## config.mk

```make
export PLATFORM = sky130hd
export DESIGN_NAME = eim_ext_irq_ctrl
export DESIGN_NICKNAME = d
export VERILOG_FILES = /design/src/eim_pkg.sv /design/src/eim_gate_if.sv /design/src/eim_src_gate.sv /design/src/eim_ext_irq_ctrl.sv
export VERILOG_INCLUDE_DIRS = /design/src
export SDC_FILE = /design/constraint.sdc
export NUM_CORES = 1
export LEC_CHECK = 0
export ABC_AREA = 1
export BUFFER_PORTS_ARGS = -buffer_cell sky130_fd_sc_hd__buf_2
export CAP_MARGIN = 20
export CELL_PAD_IN_SITES_DETAIL_PLACEMENT = 2
export CELL_PAD_IN_SITES_GLOBAL_PLACEMENT = 2
export CORE_ASPECT_RATIO = 0.8
export CORE_MARGIN = 2
export CORE_UTILIZATION = 28
export CTS_CLUSTER_SIZE = 24
export DETAILED_ROUTE_END_ITERATION = 6
export GPL_TIMING_DRIVEN = 0
export MAX_ROUTING_LAYER = met4
export PLACE_DENSITY = 0.91
export SYNTH_ARGS = -nofsm -noshare
export SYNTH_HDL_FRONTEND = slang
export SYNTH_SLANG_ARGS = --single-unit
```

## constraint.sdc

```tcl
create_clock -name CORE_CLK -period 1.41 [get_ports CORE_CLK]
set_input_delay 0.282 -clock CORE_CLK [delete_from_list [all_inputs] [get_ports CORE_CLK]]
set_output_delay 0.282 -clock CORE_CLK [all_outputs]
set_load 0.03 [all_outputs]
```

## src/eim_params.svh

```systemverilog
// Address, reset and field-position constants of the extended mask block
`ifndef EIM_PARAMS_SVH
`define EIM_PARAMS_SVH

`define EIM_GRP_W 8
`define EIM_NUM_SRC 16

`define EIM_ADDR_ENABLE_ONE 8'hE6
`define EIM_ADDR_ENABLE_TWO 8'hE7
`define EIM_ADDR_PRIORITY_ONE 8'hF6

`define EIM_RST_ENABLE_ONE 8'h00
`define EIM_RST_ENABLE_TWO 8'h00
`define EIM_RST_PRIORITY_ONE 8'h00
`define EIM_RDATA_UNMAPPED 8'h00
`define EIM_LEVEL_TWO_FIXED 8'h00

// Group one positions, shared by mask and level fields
`define EIM_LIN_IRQ_MASK 7
`define EIM_TIMER_THREE_IRQ_MASK 6
`define EIM_COMPARATOR_ONE_IRQ_MASK 5
`define EIM_COMPARATOR_ZERO_IRQ_MASK 4
`define EIM_COUNTER_ARRAY_ZERO_IRQ_MASK 3
`define EIM_CONVERSION_DONE_IRQ_MASK 2
`define EIM_WINDOW_COMPARE_IRQ_MASK 1
`define EIM_SMBUS_IRQ_MASK 0

// Group two positions
`define EIM_TIMER_FIVE_IRQ_MASK 7
`define EIM_TIMER_FOUR_IRQ_MASK 6
`define EIM_COMPARATOR_TWO_IRQ_MASK 5
`define EIM_COUNTER_ARRAY_ONE_IRQ_MASK 4
`define EIM_SERIAL_PORT_TWO_IRQ_MASK 3
`define EIM_PORT_MATCH_IRQ_MASK 2
`define EIM_CAN_IRQ_MASK 1
`define EIM_REGULATOR_DROPOUT_IRQ_MASK 0

`endif

```

## src/eim_pkg.sv

```systemverilog
// Types of the extended mask block
`default_nettype none
`include "eim_params.svh"
package eim_pkg;
    typedef enum logic [1:0] {
        SEL_NONE,
        SEL_ENABLE_ONE,
        SEL_ENABLE_TWO,
        SEL_PRIORITY_ONE
    } eim_reg_sel_t;
    typedef logic [`EIM_NUM_SRC-1:0] eim_src_vec_t;
endpackage : eim_pkg
`default_nettype wire

```

## src/eim_gate_if.sv

```systemverilog
// Carrier between register logic and the source gate
`timescale 1ns/1ps
`default_nettype none
interface eim_gate_if import eim_pkg::*; ();
    eim_src_vec_t pending;
    eim_src_vec_t enable;
    eim_src_vec_t level;
    logic global_en;
    eim_src_vec_t req_low;
    eim_src_vec_t req_high;
    modport gate (
        input pending, enable, level, global_en,
        output req_low, req_high
    );
    modport ctrl (
        output pending, enable, level, global_en,
        input req_low, req_high
    );
endinterface : eim_gate_if
`default_nettype wire

```

## src/eim_src_gate.sv

```systemverilog
// Per-source gating of pending flags into low and high requests
`timescale 1ns/1ps
`default_nettype none
`include "eim_params.svh"
module eim_src_gate import eim_pkg::*; (
    eim_gate_if.gate gif
);
    genvar i;
    generate
        for (i = 0; i < `EIM_NUM_SRC; i = i + 1) begin : g_src
            assign gif.req_high[i] = gif.global_en & gif.enable[i]
                                   & gif.pending[i] & gif.level[i];
            assign gif.req_low[i] = gif.global_en & gif.enable[i]
                                  & gif.pending[i] & ~gif.level[i];
        end
    endgenerate
endmodule : eim_src_gate
`default_nettype wire

```

## src/eim_ext_irq_ctrl.sv

```systemverilog
// Extended interrupt enable and priority registers with request gating
`timescale 1ns/1ps
`default_nettype none
`include "eim_params.svh"
module eim_ext_irq_ctrl import eim_pkg::*; (
    input wire logic CORE_CLK,
    input wire logic RST,
    input wire logic [7:0] SFR_ADDR,
    input wire logic SFR_WR_EN,
    input wire logic [7:0] SFR_WDATA,
    input wire logic SFR_RD_EN,
    output logic [7:0] SFR_RDATA,
    input wire logic GLOBAL_IRQ_ENABLE,
    input wire logic LIN_PENDING_FLAG,
    input wire logic TIMER_THREE_LOW_OVERFLOW,
    input wire logic TIMER_THREE_HIGH_OVERFLOW,
    input wire logic COMPARATOR_ONE_RISE_FLAG,
    input wire logic COMPARATOR_ONE_FALL_FLAG,
    input wire logic COMPARATOR_ZERO_RISE_FLAG,
    input wire logic COMPARATOR_ZERO_FALL_FLAG,
    input wire logic COUNTER_ARRAY_ZERO_REQ,
    input wire logic CONVERSION_DONE_FLAG,
    input wire logic WINDOW_COMPARE_FLAG,
    input wire logic SMBUS_PORT_REQ,
    input wire logic TIMER_FIVE_LOW_OVERFLOW,
    input wire logic TIMER_FIVE_HIGH_OVERFLOW,
    input wire logic TIMER_FOUR_LOW_OVERFLOW,
    input wire logic TIMER_FOUR_HIGH_OVERFLOW,
    input wire logic COMPARATOR_TWO_RISE_FLAG,
    input wire logic COMPARATOR_TWO_FALL_FLAG,
    input wire logic COUNTER_ARRAY_ONE_REQ,
    input wire logic SERIAL_PORT_TWO_REQ,
    input wire logic PORT_MATCH_REQ,
    input wire logic CAN_CONTROLLER_REQ,
    input wire logic REGULATOR_DROPOUT_REQ,
    output logic [`EIM_NUM_SRC-1:0] IRQ_REQ_LOW,
    output logic [`EIM_NUM_SRC-1:0] IRQ_REQ_HIGH
);

    // Register select from SFR address
    function automatic eim_reg_sel_t reg_decode(input logic [7:0] addr);
        case (addr)
            `EIM_ADDR_ENABLE_ONE: reg_decode = SEL_ENABLE_ONE;
            `EIM_ADDR_ENABLE_TWO: reg_decode = SEL_ENABLE_TWO;
            `EIM_ADDR_PRIORITY_ONE: reg_decode = SEL_PRIORITY_ONE;
            default: reg_decode = SEL_NONE;
        endcase
    endfunction : reg_decode

    logic [7:0] ext_irq_enable_one_reg;
    logic [7:0] ext_irq_enable_two_reg;
    logic [7:0] ext_irq_priority_one_reg;
    logic [7:0] rdata_reg;
    eim_src_vec_t req_low_reg;
    eim_src_vec_t req_high_reg;
    eim_reg_sel_t sel;
    logic [7:0] pend_one;
    logic [7:0] pend_two;

    eim_gate_if gif ();

    assign sel = reg_decode(SFR_ADDR);

    always_ff @(posedge CORE_CLK) begin
        if (RST) begin
            ext_irq_enable_one_reg <= `EIM_RST_ENABLE_ONE;
        end else if (SFR_WR_EN && sel == SEL_ENABLE_ONE) begin
            ext_irq_enable_one_reg <= SFR_WDATA;
        end
    end

    always_ff @(posedge CORE_CLK) begin
        if (RST) begin
            ext_irq_enable_two_reg <= `EIM_RST_ENABLE_TWO;
        end else if (SFR_WR_EN && sel == SEL_ENABLE_TWO) begin
            ext_irq_enable_two_reg <= SFR_WDATA;
        end
    end

    always_ff @(posedge CORE_CLK) begin
        if (RST) begin
            ext_irq_priority_one_reg <= `EIM_RST_PRIORITY_ONE;
        end else if (SFR_WR_EN && sel == SEL_PRIORITY_ONE) begin
            ext_irq_priority_one_reg <= SFR_WDATA;
        end
    end

    // Read data, held until the next read
    always_ff @(posedge CORE_CLK) begin
        if (RST) begin
            rdata_reg <= `EIM_RDATA_UNMAPPED;
        end else if (SFR_RD_EN) begin
            case (sel)
                SEL_ENABLE_ONE: rdata_reg <= ext_irq_enable_one_reg;
                SEL_ENABLE_TWO: rdata_reg <= ext_irq_enable_two_reg;
                SEL_PRIORITY_ONE: rdata_reg <= ext_irq_priority_one_reg;
                default: rdata_reg <= `EIM_RDATA_UNMAPPED;
            endcase
        end
    end

    // Group one source requests
    always_comb begin
        pend_one = 8'h00;
        pend_one[`EIM_LIN_IRQ_MASK] = LIN_PENDING_FLAG;
        pend_one[`EIM_TIMER_THREE_IRQ_MASK] = TIMER_THREE_LOW_OVERFLOW
                                            | TIMER_THREE_HIGH_OVERFLOW;
        pend_one[`EIM_COMPARATOR_ONE_IRQ_MASK] = COMPARATOR_ONE_RISE_FLAG
                                               | COMPARATOR_ONE_FALL_FLAG;
        pend_one[`EIM_COMPARATOR_ZERO_IRQ_MASK] = COMPARATOR_ZERO_RISE_FLAG
                                                | COMPARATOR_ZERO_FALL_FLAG;
        pend_one[`EIM_COUNTER_ARRAY_ZERO_IRQ_MASK] = COUNTER_ARRAY_ZERO_REQ;
        pend_one[`EIM_CONVERSION_DONE_IRQ_MASK] = CONVERSION_DONE_FLAG;
        pend_one[`EIM_WINDOW_COMPARE_IRQ_MASK] = WINDOW_COMPARE_FLAG;
        pend_one[`EIM_SMBUS_IRQ_MASK] = SMBUS_PORT_REQ;
    end

    // Group two source requests
    always_comb begin
        pend_two = 8'h00;
        pend_two[`EIM_TIMER_FIVE_IRQ_MASK] = TIMER_FIVE_LOW_OVERFLOW
                                           | TIMER_FIVE_HIGH_OVERFLOW;
        pend_two[`EIM_TIMER_FOUR_IRQ_MASK] = TIMER_FOUR_LOW_OVERFLOW
                                           | TIMER_FOUR_HIGH_OVERFLOW;
        pend_two[`EIM_COMPARATOR_TWO_IRQ_MASK] = COMPARATOR_TWO_RISE_FLAG
                                               | COMPARATOR_TWO_FALL_FLAG;
        pend_two[`EIM_COUNTER_ARRAY_ONE_IRQ_MASK] = COUNTER_ARRAY_ONE_REQ;
        pend_two[`EIM_SERIAL_PORT_TWO_IRQ_MASK] = SERIAL_PORT_TWO_REQ;
        pend_two[`EIM_PORT_MATCH_IRQ_MASK] = PORT_MATCH_REQ;
        pend_two[`EIM_CAN_IRQ_MASK] = CAN_CONTROLLER_REQ;
        pend_two[`EIM_REGULATOR_DROPOUT_IRQ_MASK] = REGULATOR_DROPOUT_REQ;
    end

    // Source gate hookup; group two has no level register here
    assign gif.pending = {pend_two, pend_one};
    assign gif.enable = {ext_irq_enable_two_reg, ext_irq_enable_one_reg};
    assign gif.level = {`EIM_LEVEL_TWO_FIXED, ext_irq_priority_one_reg};
    assign gif.global_en = GLOBAL_IRQ_ENABLE;

    eim_src_gate u_gate (
        .gif(gif.gate)
    );

    always_ff @(posedge CORE_CLK) begin
        if (RST) begin
            req_low_reg <= '0;
            req_high_reg <= '0;
        end else begin
            req_low_reg <= gif.req_low;
            req_high_reg <= gif.req_high;
        end
    end

    assign SFR_RDATA = rdata_reg;
    assign IRQ_REQ_LOW = req_low_reg;
    assign IRQ_REQ_HIGH = req_high_reg;
endmodule : eim_ext_irq_ctrl
`default_nettype wire

```

* Yosys cells after proc, flatten, opt, wreduce, memory -nomap -nowiden
Index checks and enable logic that the tools add are counted.
** Cells by class
- Equal/unequal tests :: 6
- Bitwise logic cells :: 62
- Reduce and logical (&&, ||, !) cells :: 3
- Muxes and demuxes :: 2
** Operators with widths (count)
- 1-bit AND :: 48
- 8-bit == test (second input constant) :: 3
- 8-bit one-hot mux with 3 select lines :: 1
- 1-bit NOT :: 8
- 1-bit bitwise OR :: 6
- 2-bit one-hot mux with 3 select lines :: 1
- 2-bit == test (second input constant) :: 2
- 1-bit logical AND :: 3
- 2-bit by 1-bit == test with 1-bit output (second input constant) :: 1
** Word-level totals
- Bits in registers :: 64

* Logic depth before layout (Yosys ltp)
Gate-level depths: netlist of run 1.
- Word-level depth :: 4
- Depth in mapped cells :: 8
- Depth with buffers taken out :: 7

* Cells and area by module
Synthesis of run 1 repeated with hierarchy kept, for this count alone.
** Unflattened totals
- Cell total of the unflattened synthesis :: 365
- Area total of the unflattened synthesis :: 2763.9 um^2
** Modules (own cells, without submodules)
- eim_ext_irq_ctrl :: cells an instance 299, instances 1, area an instance 2422.3 um^2
- eim_src_gate :: cells an instance 66, instances 1, area an instance 341.6 um^2

* Worst setup path after synthesis of run 1
Ideal clock, no wire load.
- Path type :: input to register
- Start point :: input SFR_ADDR[4]
- End point :: register ext_irq_enable_two_reg[5]
- Data required time :: 1.295 ns
- Setup slack :: 0.258 ns
- Library setup time :: 0.115 ns
- Arrival :: 1.037 ns
- Stages on the path :: 7
- Cell sequence :: inv_1 nand2_2 nor2_4 nand3_4 buf_6 o21ai_2 a21oi_2
** On the way
- Longest elaborated chain between the ends :: 4
- Elaborated cells between the ends (all ways) :: 6
- Classes of those cells :: eq/ne: 4; mux: 1; reduce/logical: 1
** RTL lines
- from (decl) :: RTL line eim_ext_irq_ctrl.sv:8 : input wire logic [7:0] SFR_ADDR,
- 8-bit == test :: RTL line eim_ext_irq_ctrl.sv:42 : case (addr)
- 2-bit one-hot mux with 3 select lines * :: RTL line eim_ext_irq_ctrl.sv:42
- 2-bit == test * :: RTL line eim_ext_irq_ctrl.sv:75 : end else if (SFR_WR_EN && sel == SEL_ENABLE_TWO) begin
- 1-bit logical AND * :: RTL line eim_ext_irq_ctrl.sv:75
- to (signal assigned) :: RTL line eim_ext_irq_ctrl.sv:74 : ext_irq_enable_two_reg <= `EIM_RST_ENABLE_TWO;
- to (decl) :: RTL line eim_ext_irq_ctrl.sv:51 : logic [7:0] ext_irq_enable_two_reg;
Every way passes the cells marked *; elsewhere a longest branch is shown, timed or not.
A chain may end at the register's enable or synchronous reset.

* Worst setup path in the final report of run 1
- Start point :: register rdata_reg[5] (netlist: SFR_RDATA[5])
- End point :: output SFR_RDATA[5]
** RTL lines
- from (decl) :: RTL line eim_ext_irq_ctrl.sv:53 : logic [7:0] rdata_reg;
- from (signal assigned) :: RTL line eim_ext_irq_ctrl.sv:91 : rdata_reg <= `EIM_RDATA_UNMAPPED;
- from (signal assigned) :: RTL line eim_ext_irq_ctrl.sv:94 : SEL_ENABLE_ONE: rdata_reg <= ext_irq_enable_one_reg;
- from (signal assigned) :: RTL line eim_ext_irq_ctrl.sv:95 : SEL_ENABLE_TWO: rdata_reg <= ext_irq_enable_two_reg;
- to (decl) :: RTL line eim_ext_irq_ctrl.sv:12 : output logic [7:0] SFR_RDATA,
No word-level cell between the ends.

==> implementation parameters, run 1 <==
Parameter                              Value

Place
  Detail Placement HPWL    5850 um
  I/O Buffers    71
  Placed standard-cell area    2850 um2
  Global placement routability congestion    0.847

Logic synthesis
  Post-Synth XOR/XNOR Area    0
  Leading cell types by total area after synthesis    sky130_fd_sc_hd__dfxtp_1 48%, sky130_fd_sc_hd__nand3_1 7.7%, sky130_fd_sc_hd__a21oi_1 4.5%, sky130_fd_sc_hd__inv_1 4.5%, sky130_fd_sc_hd__a21oi_2 4.1%
  Proportion of synthesized flip-flops having asynchronous set or reset    0
  Register area share after synthesis    0.481
  Flip-flop and latch count after synthesis    56
  Fraction of the mapped netlist area in adder cells    0
  Portion of netlist area occupied by mux cells    0
  Total standard cell area after synthesis    2330 um2
  Most common cell in the netlist    sky130_fd_sc_hd__dfxtp_1
  Area share of the largest cell type after synthesis    0.481
  Gate count of the mapped netlist    264
  List of most frequent post-synthesis cells    56 x sky130_fd_sc_hd__dfxtp_1, 36 x sky130_fd_sc_hd__nand3_1, 28 x sky130_fd_sc_hd__inv_1
  Synth Area in Compound Gates    0.159
  Cell taking the most area after synthesis    sky130_fd_sc_hd__dfxtp_1
  Number of flops mapped to enable cells by yosys    0
  Synthesis warning total    0
  Largest family of logic cells by synthesized area    simple AND/OR/NAND/NOR gates
  Count of distinct cell types in the synthesized netlist    26
  Post-synthesis area per instance    8.83 um2
  Most frequently used flop master after synthesis    sky130_fd_sc_hd__dfxtp_1
  Area share of and/or/nand/nor cells after synthesis    0.247

Worst setup path
  Critical R2R Capture    SFR_RDATA[1]
  Reg2Reg Depth    4
  Setup slack on the worst flop-to-flop path    530 ps
  Delay contributed by the slowest stage of the critical path    350 ps
  Critical path capture point type    primary output
  Setup Crit Path Kind    flop to primary output
  Critical path required time    1130 ps
  CP max-delay cell    sky130_fd_sc_hd__dfxtp_1
  Data arrival time at the worst-slack endpoint    880 ps
  Kind of start point of the critical path    flop
  Launching point of the worst reg2reg path    ext_irq_enable_two_reg[1]
  CP cell instances    buf_2
  Buffering stage count on the worst path with inverters included    1
  Largest delay share family, worst path    flip-flops
  CP Max Fanout    2

Floorplan
  Die ar.    9080 um2
  Top-level port count    83
  Cell row count    29
  Horizontal die dimension    106 um
  Die H    85.6 um
  Floorplan core area    8020 um2
  Effective utilization at floorplan    0.291

Final layout
  Final non-filler cell area    2940 um2
  Area of combinational cells with multiple inputs    976 um2
  Flip-flop count of the largest register, all copies and words added    16
  Number of nets in the layout    392
  Fraction of layout instances using a drive strength above 1    0.363
  Util after Layout    0.367
  Area growth from synthesis to final layout    26.1%
  Total of fill cells in the finished design    953
  Combined flip-flop and latch cell area    1120 um2

Route
  Initial detailed-routing violation count    89
  DR WL/cell    16.5 um
  Ratio of routed vias to standard cells    4.65
  DRT Wirelength    7580 um
  DR pass1 iterations    4
  Remaining antenna violation count    0
  Drc violations    0
  Total number of vias    2136

Timing
  Clock period minus final worst setup slack    1160 ps
  Final setup violation count    0
  Measured slew at the worst slew-check pin    696 ps
  Maximum frequency from static timing analysis    859 MHz
  Fin. Hold Viols    0
  Max transition margin    0.536
  Post-route fraction of the period consumed by the critical path    0.826
  Final slew viol count    0
  Final worst clock skew    14.7 ps
  Setup repair after global routing missed its margin    false

Clock tree
  # resized after CTS    0
  Insertion delay of the later-clocked pin in the worst-skew pair    340 ps
  CTS buffer count    5
  Clk root buf    sky130_fd_sc_hd__clkbuf_8
  Number of buffers added for setup after CTS    0
  Number of buffers inserted for hold repair after clock tree synthesis    0
  Clk slew on worst S/H paths    100 ps
  CTS sink cnt    56
  Clock Tree Buf Depth    2
  Maximum level of the CTS H-tree    2
  TritonCTS clock tree    built

Global route
  Largest net degree at the start of global routing    19
  GRT Overall Usage    0.186
  Vias in the first global route    2421
  First-pass GRT wire length    12500 um
  Leftover overflow at the end of global routing    0
  Number of antenna violations at the first check in global routing    1

Flow run
  Total of max-cap violations    0

Worst hold path
  Hold endpoint    IRQ_REQ_LOW[10]
  Worst Hold Depth    3
  Hold path startpoint    PORT_MATCH_REQ
  Path type of the worst min-delay path    input port to flop

Run status
  Status    complete, no violations

Power
  Pleak    0.00122 uW
  VDD IR-drop max    0.403 mV
  Overall power consumption    2780 uW
  Total power per unit cell area    946 nW/um2
[per-layer routing]
metal	GRT usage	up-vias	wire length, um
li1	-	1038	-
met1	0.219	1024	3250
met2	0.322	63	3850
met4	0.0562	0	105
met3	0.0380	11	373
met5	-	-	0
[cell type report]
type	count	share of cell area
repair buffers	71	0.121
clock buffers	5	0.0234
flip-flops and latches	56	0.381
plain buffers	20	0.0515
well taps	108	0.0459
clock inverters	3	0.00723
multi-input cells	166	0.332
inverters	29	0.0374
diodes	1	0.000851
[report_power, final]
part           internal (uW)  switching, uW  leakage, uW  total, uW
sequential              1580           1.49     0.000451       1580
combinational           85.0            165     0.000726        250
clock                    355            594    0.0000445        949
total                   2020            761      0.00122       2780
[placed cells by master (no fill, tap or decap), drive strengths merged]
| cell | instances |
|---|---|
| conb | 8 |
| clkbuf | 8 |
| buf | 88 |
| clkinvlp | 1 |
| dfxtp | 56 |
| a21oi | 32 |
| o2111ai | 3 |
| nand2 | 22 |
| o21ai | 27 |
| nand3 | 45 |
| diode | 1 |
| clkinv | 2 |
| nor3 | 13 |
| nor2 | 16 |
| inv | 29 |
[logic make-up (layout without fill, tap and decap cells)]
family / count (synthesis) / in the layout
AOI/OAI and AO/OA: 62 / 62
buffers and inverters: 49 / 128
DFF: 56 / 56
other: 1 / 9
and+or+nand+nor: 96 / 96
[per-stage QoR]
step	worst slack, ps	std cells	hold WS [ps]	setup TNS (ps)
floorplan	258	271	414	0
global placement	-47.6	450	442	-88.5
detailed placement	-98.2	450	448	-493
CTS	224	458	176	0
global route	181	459	189	0
finish	246	459	186	0
[how the worst max path moves through the flow]
stage                       startpoint                          end  cells past startpoint
after floorplan            SFR_ADDR[4]    ext_irq_enable_two_reg[5]                      7
after global placement     SFR_ADDR[4]    ext_irq_enable_two_reg[6]                      8
after detailed placement   SFR_ADDR[4]    ext_irq_enable_two_reg[6]                      8
after CTS                 SFR_RDATA[7]                 SFR_RDATA[7]                      1
after global routing               RST  ext_irq_priority_one_reg[7]                      5
final                     SFR_RDATA[5]                 SFR_RDATA[5]                      1
Note: power is estimated with default switching activity, not from simulation.
==> run 2, diff against run 1 <==
Settings changed: CORE_UTILIZATION 28 to 25, PLACE_DENSITY 0.91 to 0.86.
Clock period 1.41 ns to 1 ns, I/O delays scaled along.
==> run 2 against run 1 <==
The run now ends with setup timing left. Wire length grew 11%. Via count is 3.5% higher. Cell area up 17%. Global-route usage fell by 1.6 points. Critical path depth is 4 higher. Critical endpoint is now ext_irq_enable_one_reg[4]. Largest cell class unchanged.
==> implementation parameters, run 2 (synthesized netlist as in run 1, its figures left out) <==
Parameter                              Value

Place
  Detail Placement HPWL    5860 um
  Global placement routability congestion    0.819
  Placed standard-cell area    2920 um2
  I/O Buffers    71
  Post-Place Setup Slack    -512 ps

Worst setup path
  Kind of start point of the critical path    input port
  Setup slack on the worst flop-to-flop path    140 ps
  Critical R2R Capture    SFR_RDATA[0]
  Reg2Reg Depth    4
  Critical Path End    ext_irq_enable_one_reg[4]
  Critical path capture point type    flop
  CP Max Fanout    10
  Data arrival time at the worst-slack endpoint    1190 ps
  Beginning of the critical path    RST
  Launching point of the worst reg2reg path    ext_irq_enable_two_reg[0]
  Critical path required time    1160 ps
  Setup Crit Path Kind    input port to flop

Clock tree
  CTS buffer count    5
  Clk root buf    sky130_fd_sc_hd__clkbuf_16
  Maximum level of the CTS H-tree    2
  TritonCTS clock tree    built
  Clk slew on worst S/H paths    70 ps
  CTS sink cnt    56
  Clock Tree Buf Depth    2
  Insertion delay of the later-clocked pin in the worst-skew pair    290 ps

Global route
  First-pass GRT wire length    13000 um
  Number of antenna violations at the first check in global routing    1
  Vias in the first global route    2481
  Leftover overflow at the end of global routing    0
  Largest net degree at the start of global routing    16
  GRT Overall Usage    0.170

Floorplan
  Die ar.    10100 um2
  Cell row count    31
  Top-level port count    83
  Effective utilization at floorplan    0.257
  Die H    90.4 um
  Floorplan core area    9080 um2
  Horizontal die dimension    112 um

Final layout
  Commonest cells after routing, fill and taps aside    46 x sky130_fd_sc_hd__dfxtp_1, 41 x sky130_fd_sc_hd__buf_2, 35 x sky130_fd_sc_hd__buf_4
  Area growth from synthesis to final layout    47.1%
  Fraction of layout instances using a drive strength above 1    0.449
  Final non-filler cell area    3430 um2
  Commonest non-fill, non-tap cell in the layout    sky130_fd_sc_hd__dfxtp_1
  Number of nets in the layout    406
  Total of fill cells in the finished design    1030
  Flip-flop count of the largest register, all copies and words added    16

Timing
  Clock period minus final worst setup slack    1030 ps
  Maximum frequency from static timing analysis    969 MHz
  Setup repair after global routing missed its margin    true
  Hold Worst Slack    161 ps
  Post-route fraction of the period consumed by the critical path    1.03
  Final worst clock skew    4.93 ps
  Final setup margin    -31.6 ps
  Fin. Hold Viols    0
  Final setup violation count    1
  Final slew viol count    0

Route
  DR WL/cell    17.5 um
  Drc violations    0
  DR pass1 iterations    4
  Ratio of routed vias to standard cells    4.61
  Total number of vias    2210
  DRT Wirelength    8380 um
  Remaining antenna violation count    0
  Initial detailed-routing violation count    121

Run status
  Violated checks    setup timing
  Status    finished with violations

Flow run
  Total of max-cap violations    0

Power
  VDD IR-drop max    0.626 mV
  Total power per unit cell area    1270 nW/um2
  Pleak    0.00140 uW

Worst hold path
  Path type of the worst min-delay path    input port to flop
[run 2: cell types whose count changed in the layout (fill, tap and decap cells not counted), sizes merged]
cell	before	now
inv	29	28
clkinvlp	1	0
clkbuf	8	15
buf	88	96
[run 2: per-stage QoR]
step | setup TNS, ps | power (uW) | util | std cells
floorplan | -68.4 | 2500 | - | 271
global placement | -14610 | 2660 | 0.321 | 457
detailed placement | -16030 | 2670 | 0.321 | 457
CTS | 0 | 4390 | 0.357 | 474
global route | -231 | 4540 | 0.378 | 479
finish | -31.6 | 4370 | 0.378 | 479
[run 2: area by class of cell]
cell class,instances,area (um2),share of cell area
sequential,56,1130,0.330
multi-input combinational,166,1050,0.305
timing repair buffer,85,664,0.194
buffer,20,165,0.0481
tap,115,144,0.0419
inverter,29,141,0.0412
clock buffer,6,129,0.0376
clock inverter,1,5.00,0.00146
antenna,1,2.50,0.000729
[run 2: where the power goes]
part	internal (uW)	switching (uW)
Combinational	162	269
Clock	914	790
Sequential	2230	2.10
Total	3310	1060
[run 2: worst min path at each step]
| stage | from | end | slack (ps) | cells past startpoint |
|---|---|---|---|---|
| floorplan | PORT_MATCH_REQ | IRQ_REQ_LOW[10] | 340 | 2 |
| global placement | ext_irq_priority_one_reg[0] | IRQ_REQ_LOW[0] | 440 | 1 |
| detailed placement | ext_irq_priority_one_reg[5] | IRQ_REQ_LOW[5] | 450 | 1 |
| CTS | COUNTER_ARRAY_ONE_REQ | IRQ_REQ_LOW[12] | 140 | 3 |
| global route | PORT_MATCH_REQ | IRQ_REQ_LOW[10] | 170 | 3 |
| finish | PORT_MATCH_REQ | IRQ_REQ_LOW[10] | 160 | 3 |
[run 2: repair_timing]
item	4_1_cts	5_1_grt
setup buffers	10	2
gates cloned	0	2
resized for setup	31	48
pin swaps	5	6
setup endpoints to repair	51	37
hold buffers	0	0
[run 2: critical path, stage by stage]
cell and delay [ps]:
sky130_fd_sc_hd__buf_2 230, sky130_fd_sc_hd__clkinv_2 190, sky130_fd_sc_hd__clkbuf_2 280, sky130_fd_sc_hd__o21ai_0 190, sky130_fd_sc_hd__a21oi_1 100
[run 2: routing by layer]
layer | share of wire | global-route usage
met2 | 0.51 | 0.301
met1 | 0.42 | 0.199
met5 | 0 | -
met4 | 0.0054 | 0.0274
met3 | 0.059 | 0.0409
==> run 3, diff against run 2 <==
Settings changed: PLACE_DENSITY 0.86 to 0.72.
==> run 3 against run 2 <==
The run still ends with setup timing left. Cell area rose by 2.9%. Sequential share of layout area fell by 0.96 points. Clock skew fell by 0.70 ps. Final cell count rose by 0.42%. Largest power group unchanged.
==> implementation parameters, run 3 (synthesized netlist as in run 1, its figures left out) <==
Parameter                              Value

Worst setup path
  Critical path required time    1170 ps
  Critical Path End    ext_irq_enable_one_reg[4]
  Beginning of the critical path    SFR_ADDR[0]
  Buffering stage count on the worst path with inverters included    2
  Launching point of the worst reg2reg path    ext_irq_enable_one_reg[6]
  Setup Crit Path Kind    input port to flop
  Kind of start point of the critical path    input port
  Delay contributed by the slowest stage of the critical path    320 ps
  Critical path capture point type    flop
  Critical R2R Capture    SFR_RDATA[6]
  CP max-delay cell    sky130_fd_sc_hd__o21ai_0
  Setup slack on the worst flop-to-flop path    160 ps
  Total number of cells along the worst setup path    7
  Data arrival time at the worst-slack endpoint    1200 ps
  Largest delay share family, worst path    simple AND/OR/NAND/NOR gates
  Reg2Reg Depth    4
  CP Max Fanout    6
  CP cell instances    buf_8, inv_8, nand2_8, nor2_8, nand3_4, o21ai_0, a21oi_1

Power
  Total power per unit cell area    1290 nW/um2
  VDD IR-drop max    0.694 mV
  Pleak    0.00144 uW

Global route
  Met2 GRT Util    0.305
  Largest net degree at the start of global routing    17
  Busiest metal layer after global routing    met2
  Met3 routing resource usage after global routing    0.0302
  Vias in the first global route    2431
  First-pass GRT wire length    12900 um
  Met1 routing resource usage after global routing    0.201
  Leftover overflow at the end of global routing    0
  Number of antenna violations at the first check in global routing    1
  GRT Overall Usage    0.170

Floorplan
  Effective utilization at floorplan    0.257
  Die H    90.4 um
  Die ar.    10100 um2
  Floorplan core area    9080 um2
  Horizontal die dimension    112 um
  Top-level port count    83
  Cell row count    31

Run status
  Status    finished with violations
  Violated checks    setup timing

Timing
  Final setup violation count    1
  Clock period minus final worst setup slack    1030 ps
  Maximum frequency from static timing analysis    973 MHz
  Post-route fraction of the period consumed by the critical path    1.03
  Final slew viol count    0
  Final total negative setup slack    -28.2 ps
  Final worst clock skew    4.23 ps
  Fin. Hold Viols    0
  Final setup margin    -28.2 ps
  Setup repair after global routing missed its margin    true

Final layout
  Fraction of layout instances using a drive strength above 1    0.452
  Non-Filler Instances    481
  Commonest non-fill, non-tap cell in the layout    sky130_fd_sc_hd__dfxtp_1
  Flip-flop count of the largest register, all copies and words added    16
  Util after Layout    0.389
  Commonest cells after routing, fill and taps aside    47 x sky130_fd_sc_hd__dfxtp_1, 40 x sky130_fd_sc_hd__buf_2, 33 x sky130_fd_sc_hd__buf_4
  Number of nets in the layout    407
  Area growth from synthesis to final layout    51.3%

Flow run
  Total of max-cap violations    0

Clock tree
  Clock Tree Buf Depth    2
  Insertion delay of the later-clocked pin in the worst-skew pair    300 ps
  CTS buffer count    5
  Clk slew on worst S/H paths    70 ps
  Maximum level of the CTS H-tree    2
  TritonCTS clock tree    built
  Clk root buf    sky130_fd_sc_hd__clkbuf_16
  CTS sink cnt    56

Route
  Initial detailed-routing violation count    62
  DR WL/cell    18.3 um
  Total number of vias    2224
  Ratio of routed vias to standard cells    4.62
  Remaining antenna violation count    0
  DRT Wirelength    8820 um
  Drc violations    0
  DR pass1 iterations    4

Worst hold path
  Worst Hold Depth    3
  Path type of the worst min-delay path    input port to flop

Place
  Global placement routability congestion    0.759
  Detail Placement HPWL    5760 um
  Post-Place Setup Slack    -514 ps
  I/O Buffers    71
  Cell total after placement    457
## run 3: cell types whose count changed in the layout (fill, tap and decap cells not counted), sizes merged
cell / previous run / this run
clkinvlp: 0 / 1
buf: 96 / 97
clkinv: 2 / 1
clkbuf: 15 / 16
## run 3: cell type report
| cell class | count | area, um2 |
|---|---|---|
| flip-flops and latches | 56 | 1130 |
| plain buffers | 20 | 175 |
| clock buffers | 7 | 143 |
| repair buffers | 86 | 731 |
| multi-input cells | 166 | 1050 |
| fillers | 1008 | 5550 |
| inverters | 29 | 141 |
| clock inverters | 1 | 7.51 |
| diodes | 1 | 2.50 |
| well taps | 115 | 144 |
## run 3: how the worst min path moves through the flow
stage,startpoint,end,slack [ps]
after global placement,ext_irq_priority_one_reg[0],IRQ_REQ_LOW[0],440
final,COUNTER_ARRAY_ONE_REQ,IRQ_REQ_LOW[12],140
after CTS,PORT_MATCH_REQ,IRQ_REQ_LOW[10],140
after global routing,COUNTER_ARRAY_ONE_REQ,IRQ_REQ_LOW[12],140
after floorplan,PORT_MATCH_REQ,IRQ_REQ_LOW[10],340
after detailed placement,ext_irq_priority_one_reg[7],IRQ_REQ_LOW[7],450
## run 3: worst min-delay path, stage by stage
cell and delay, ps:
sky130_fd_sc_hd__buf_2 90, sky130_fd_sc_hd__nand3_1 70, sky130_fd_sc_hd__nor2_1 40
## run 3: per-stage QoR
stage | power, uW | cell area [um2] | hold WS (ps)
final | 4540 | 3530 | 144
after global routing | 4730 | 3530 | 142
after CTS | 4540 | 3290 | 145
after detailed placement | 2670 | 2920 | 455
after global placement | 2670 | 2920 | 442
after floorplan | 2500 | 2420 | 339
## run 3: power by group
group | internal [uW] | leakage (uW) | switching, uW
clock network | 1000 | 0.0000701 | 850
logic | 179 | 0.000914 | 281
registers | 2230 | 0.000456 | 2.10
total | 3410 | 0.00144 | 1130
## run 3: metal layers
layer  share of wire  up-vias
met4          0.0054        0
li1                -     1076
met3           0.040        4
met1            0.43     1089
met2            0.52       55
met5               0        -
## run 3: timing repair
action / CTS / global route
cloned: 0 / 3
endpoints found under the setup margin: 54 / 48
hold buffers: 0 / 0
gates resized for setup: 33 / 62
pin swaps: 5 / 13
setup buffers: 10 / 2
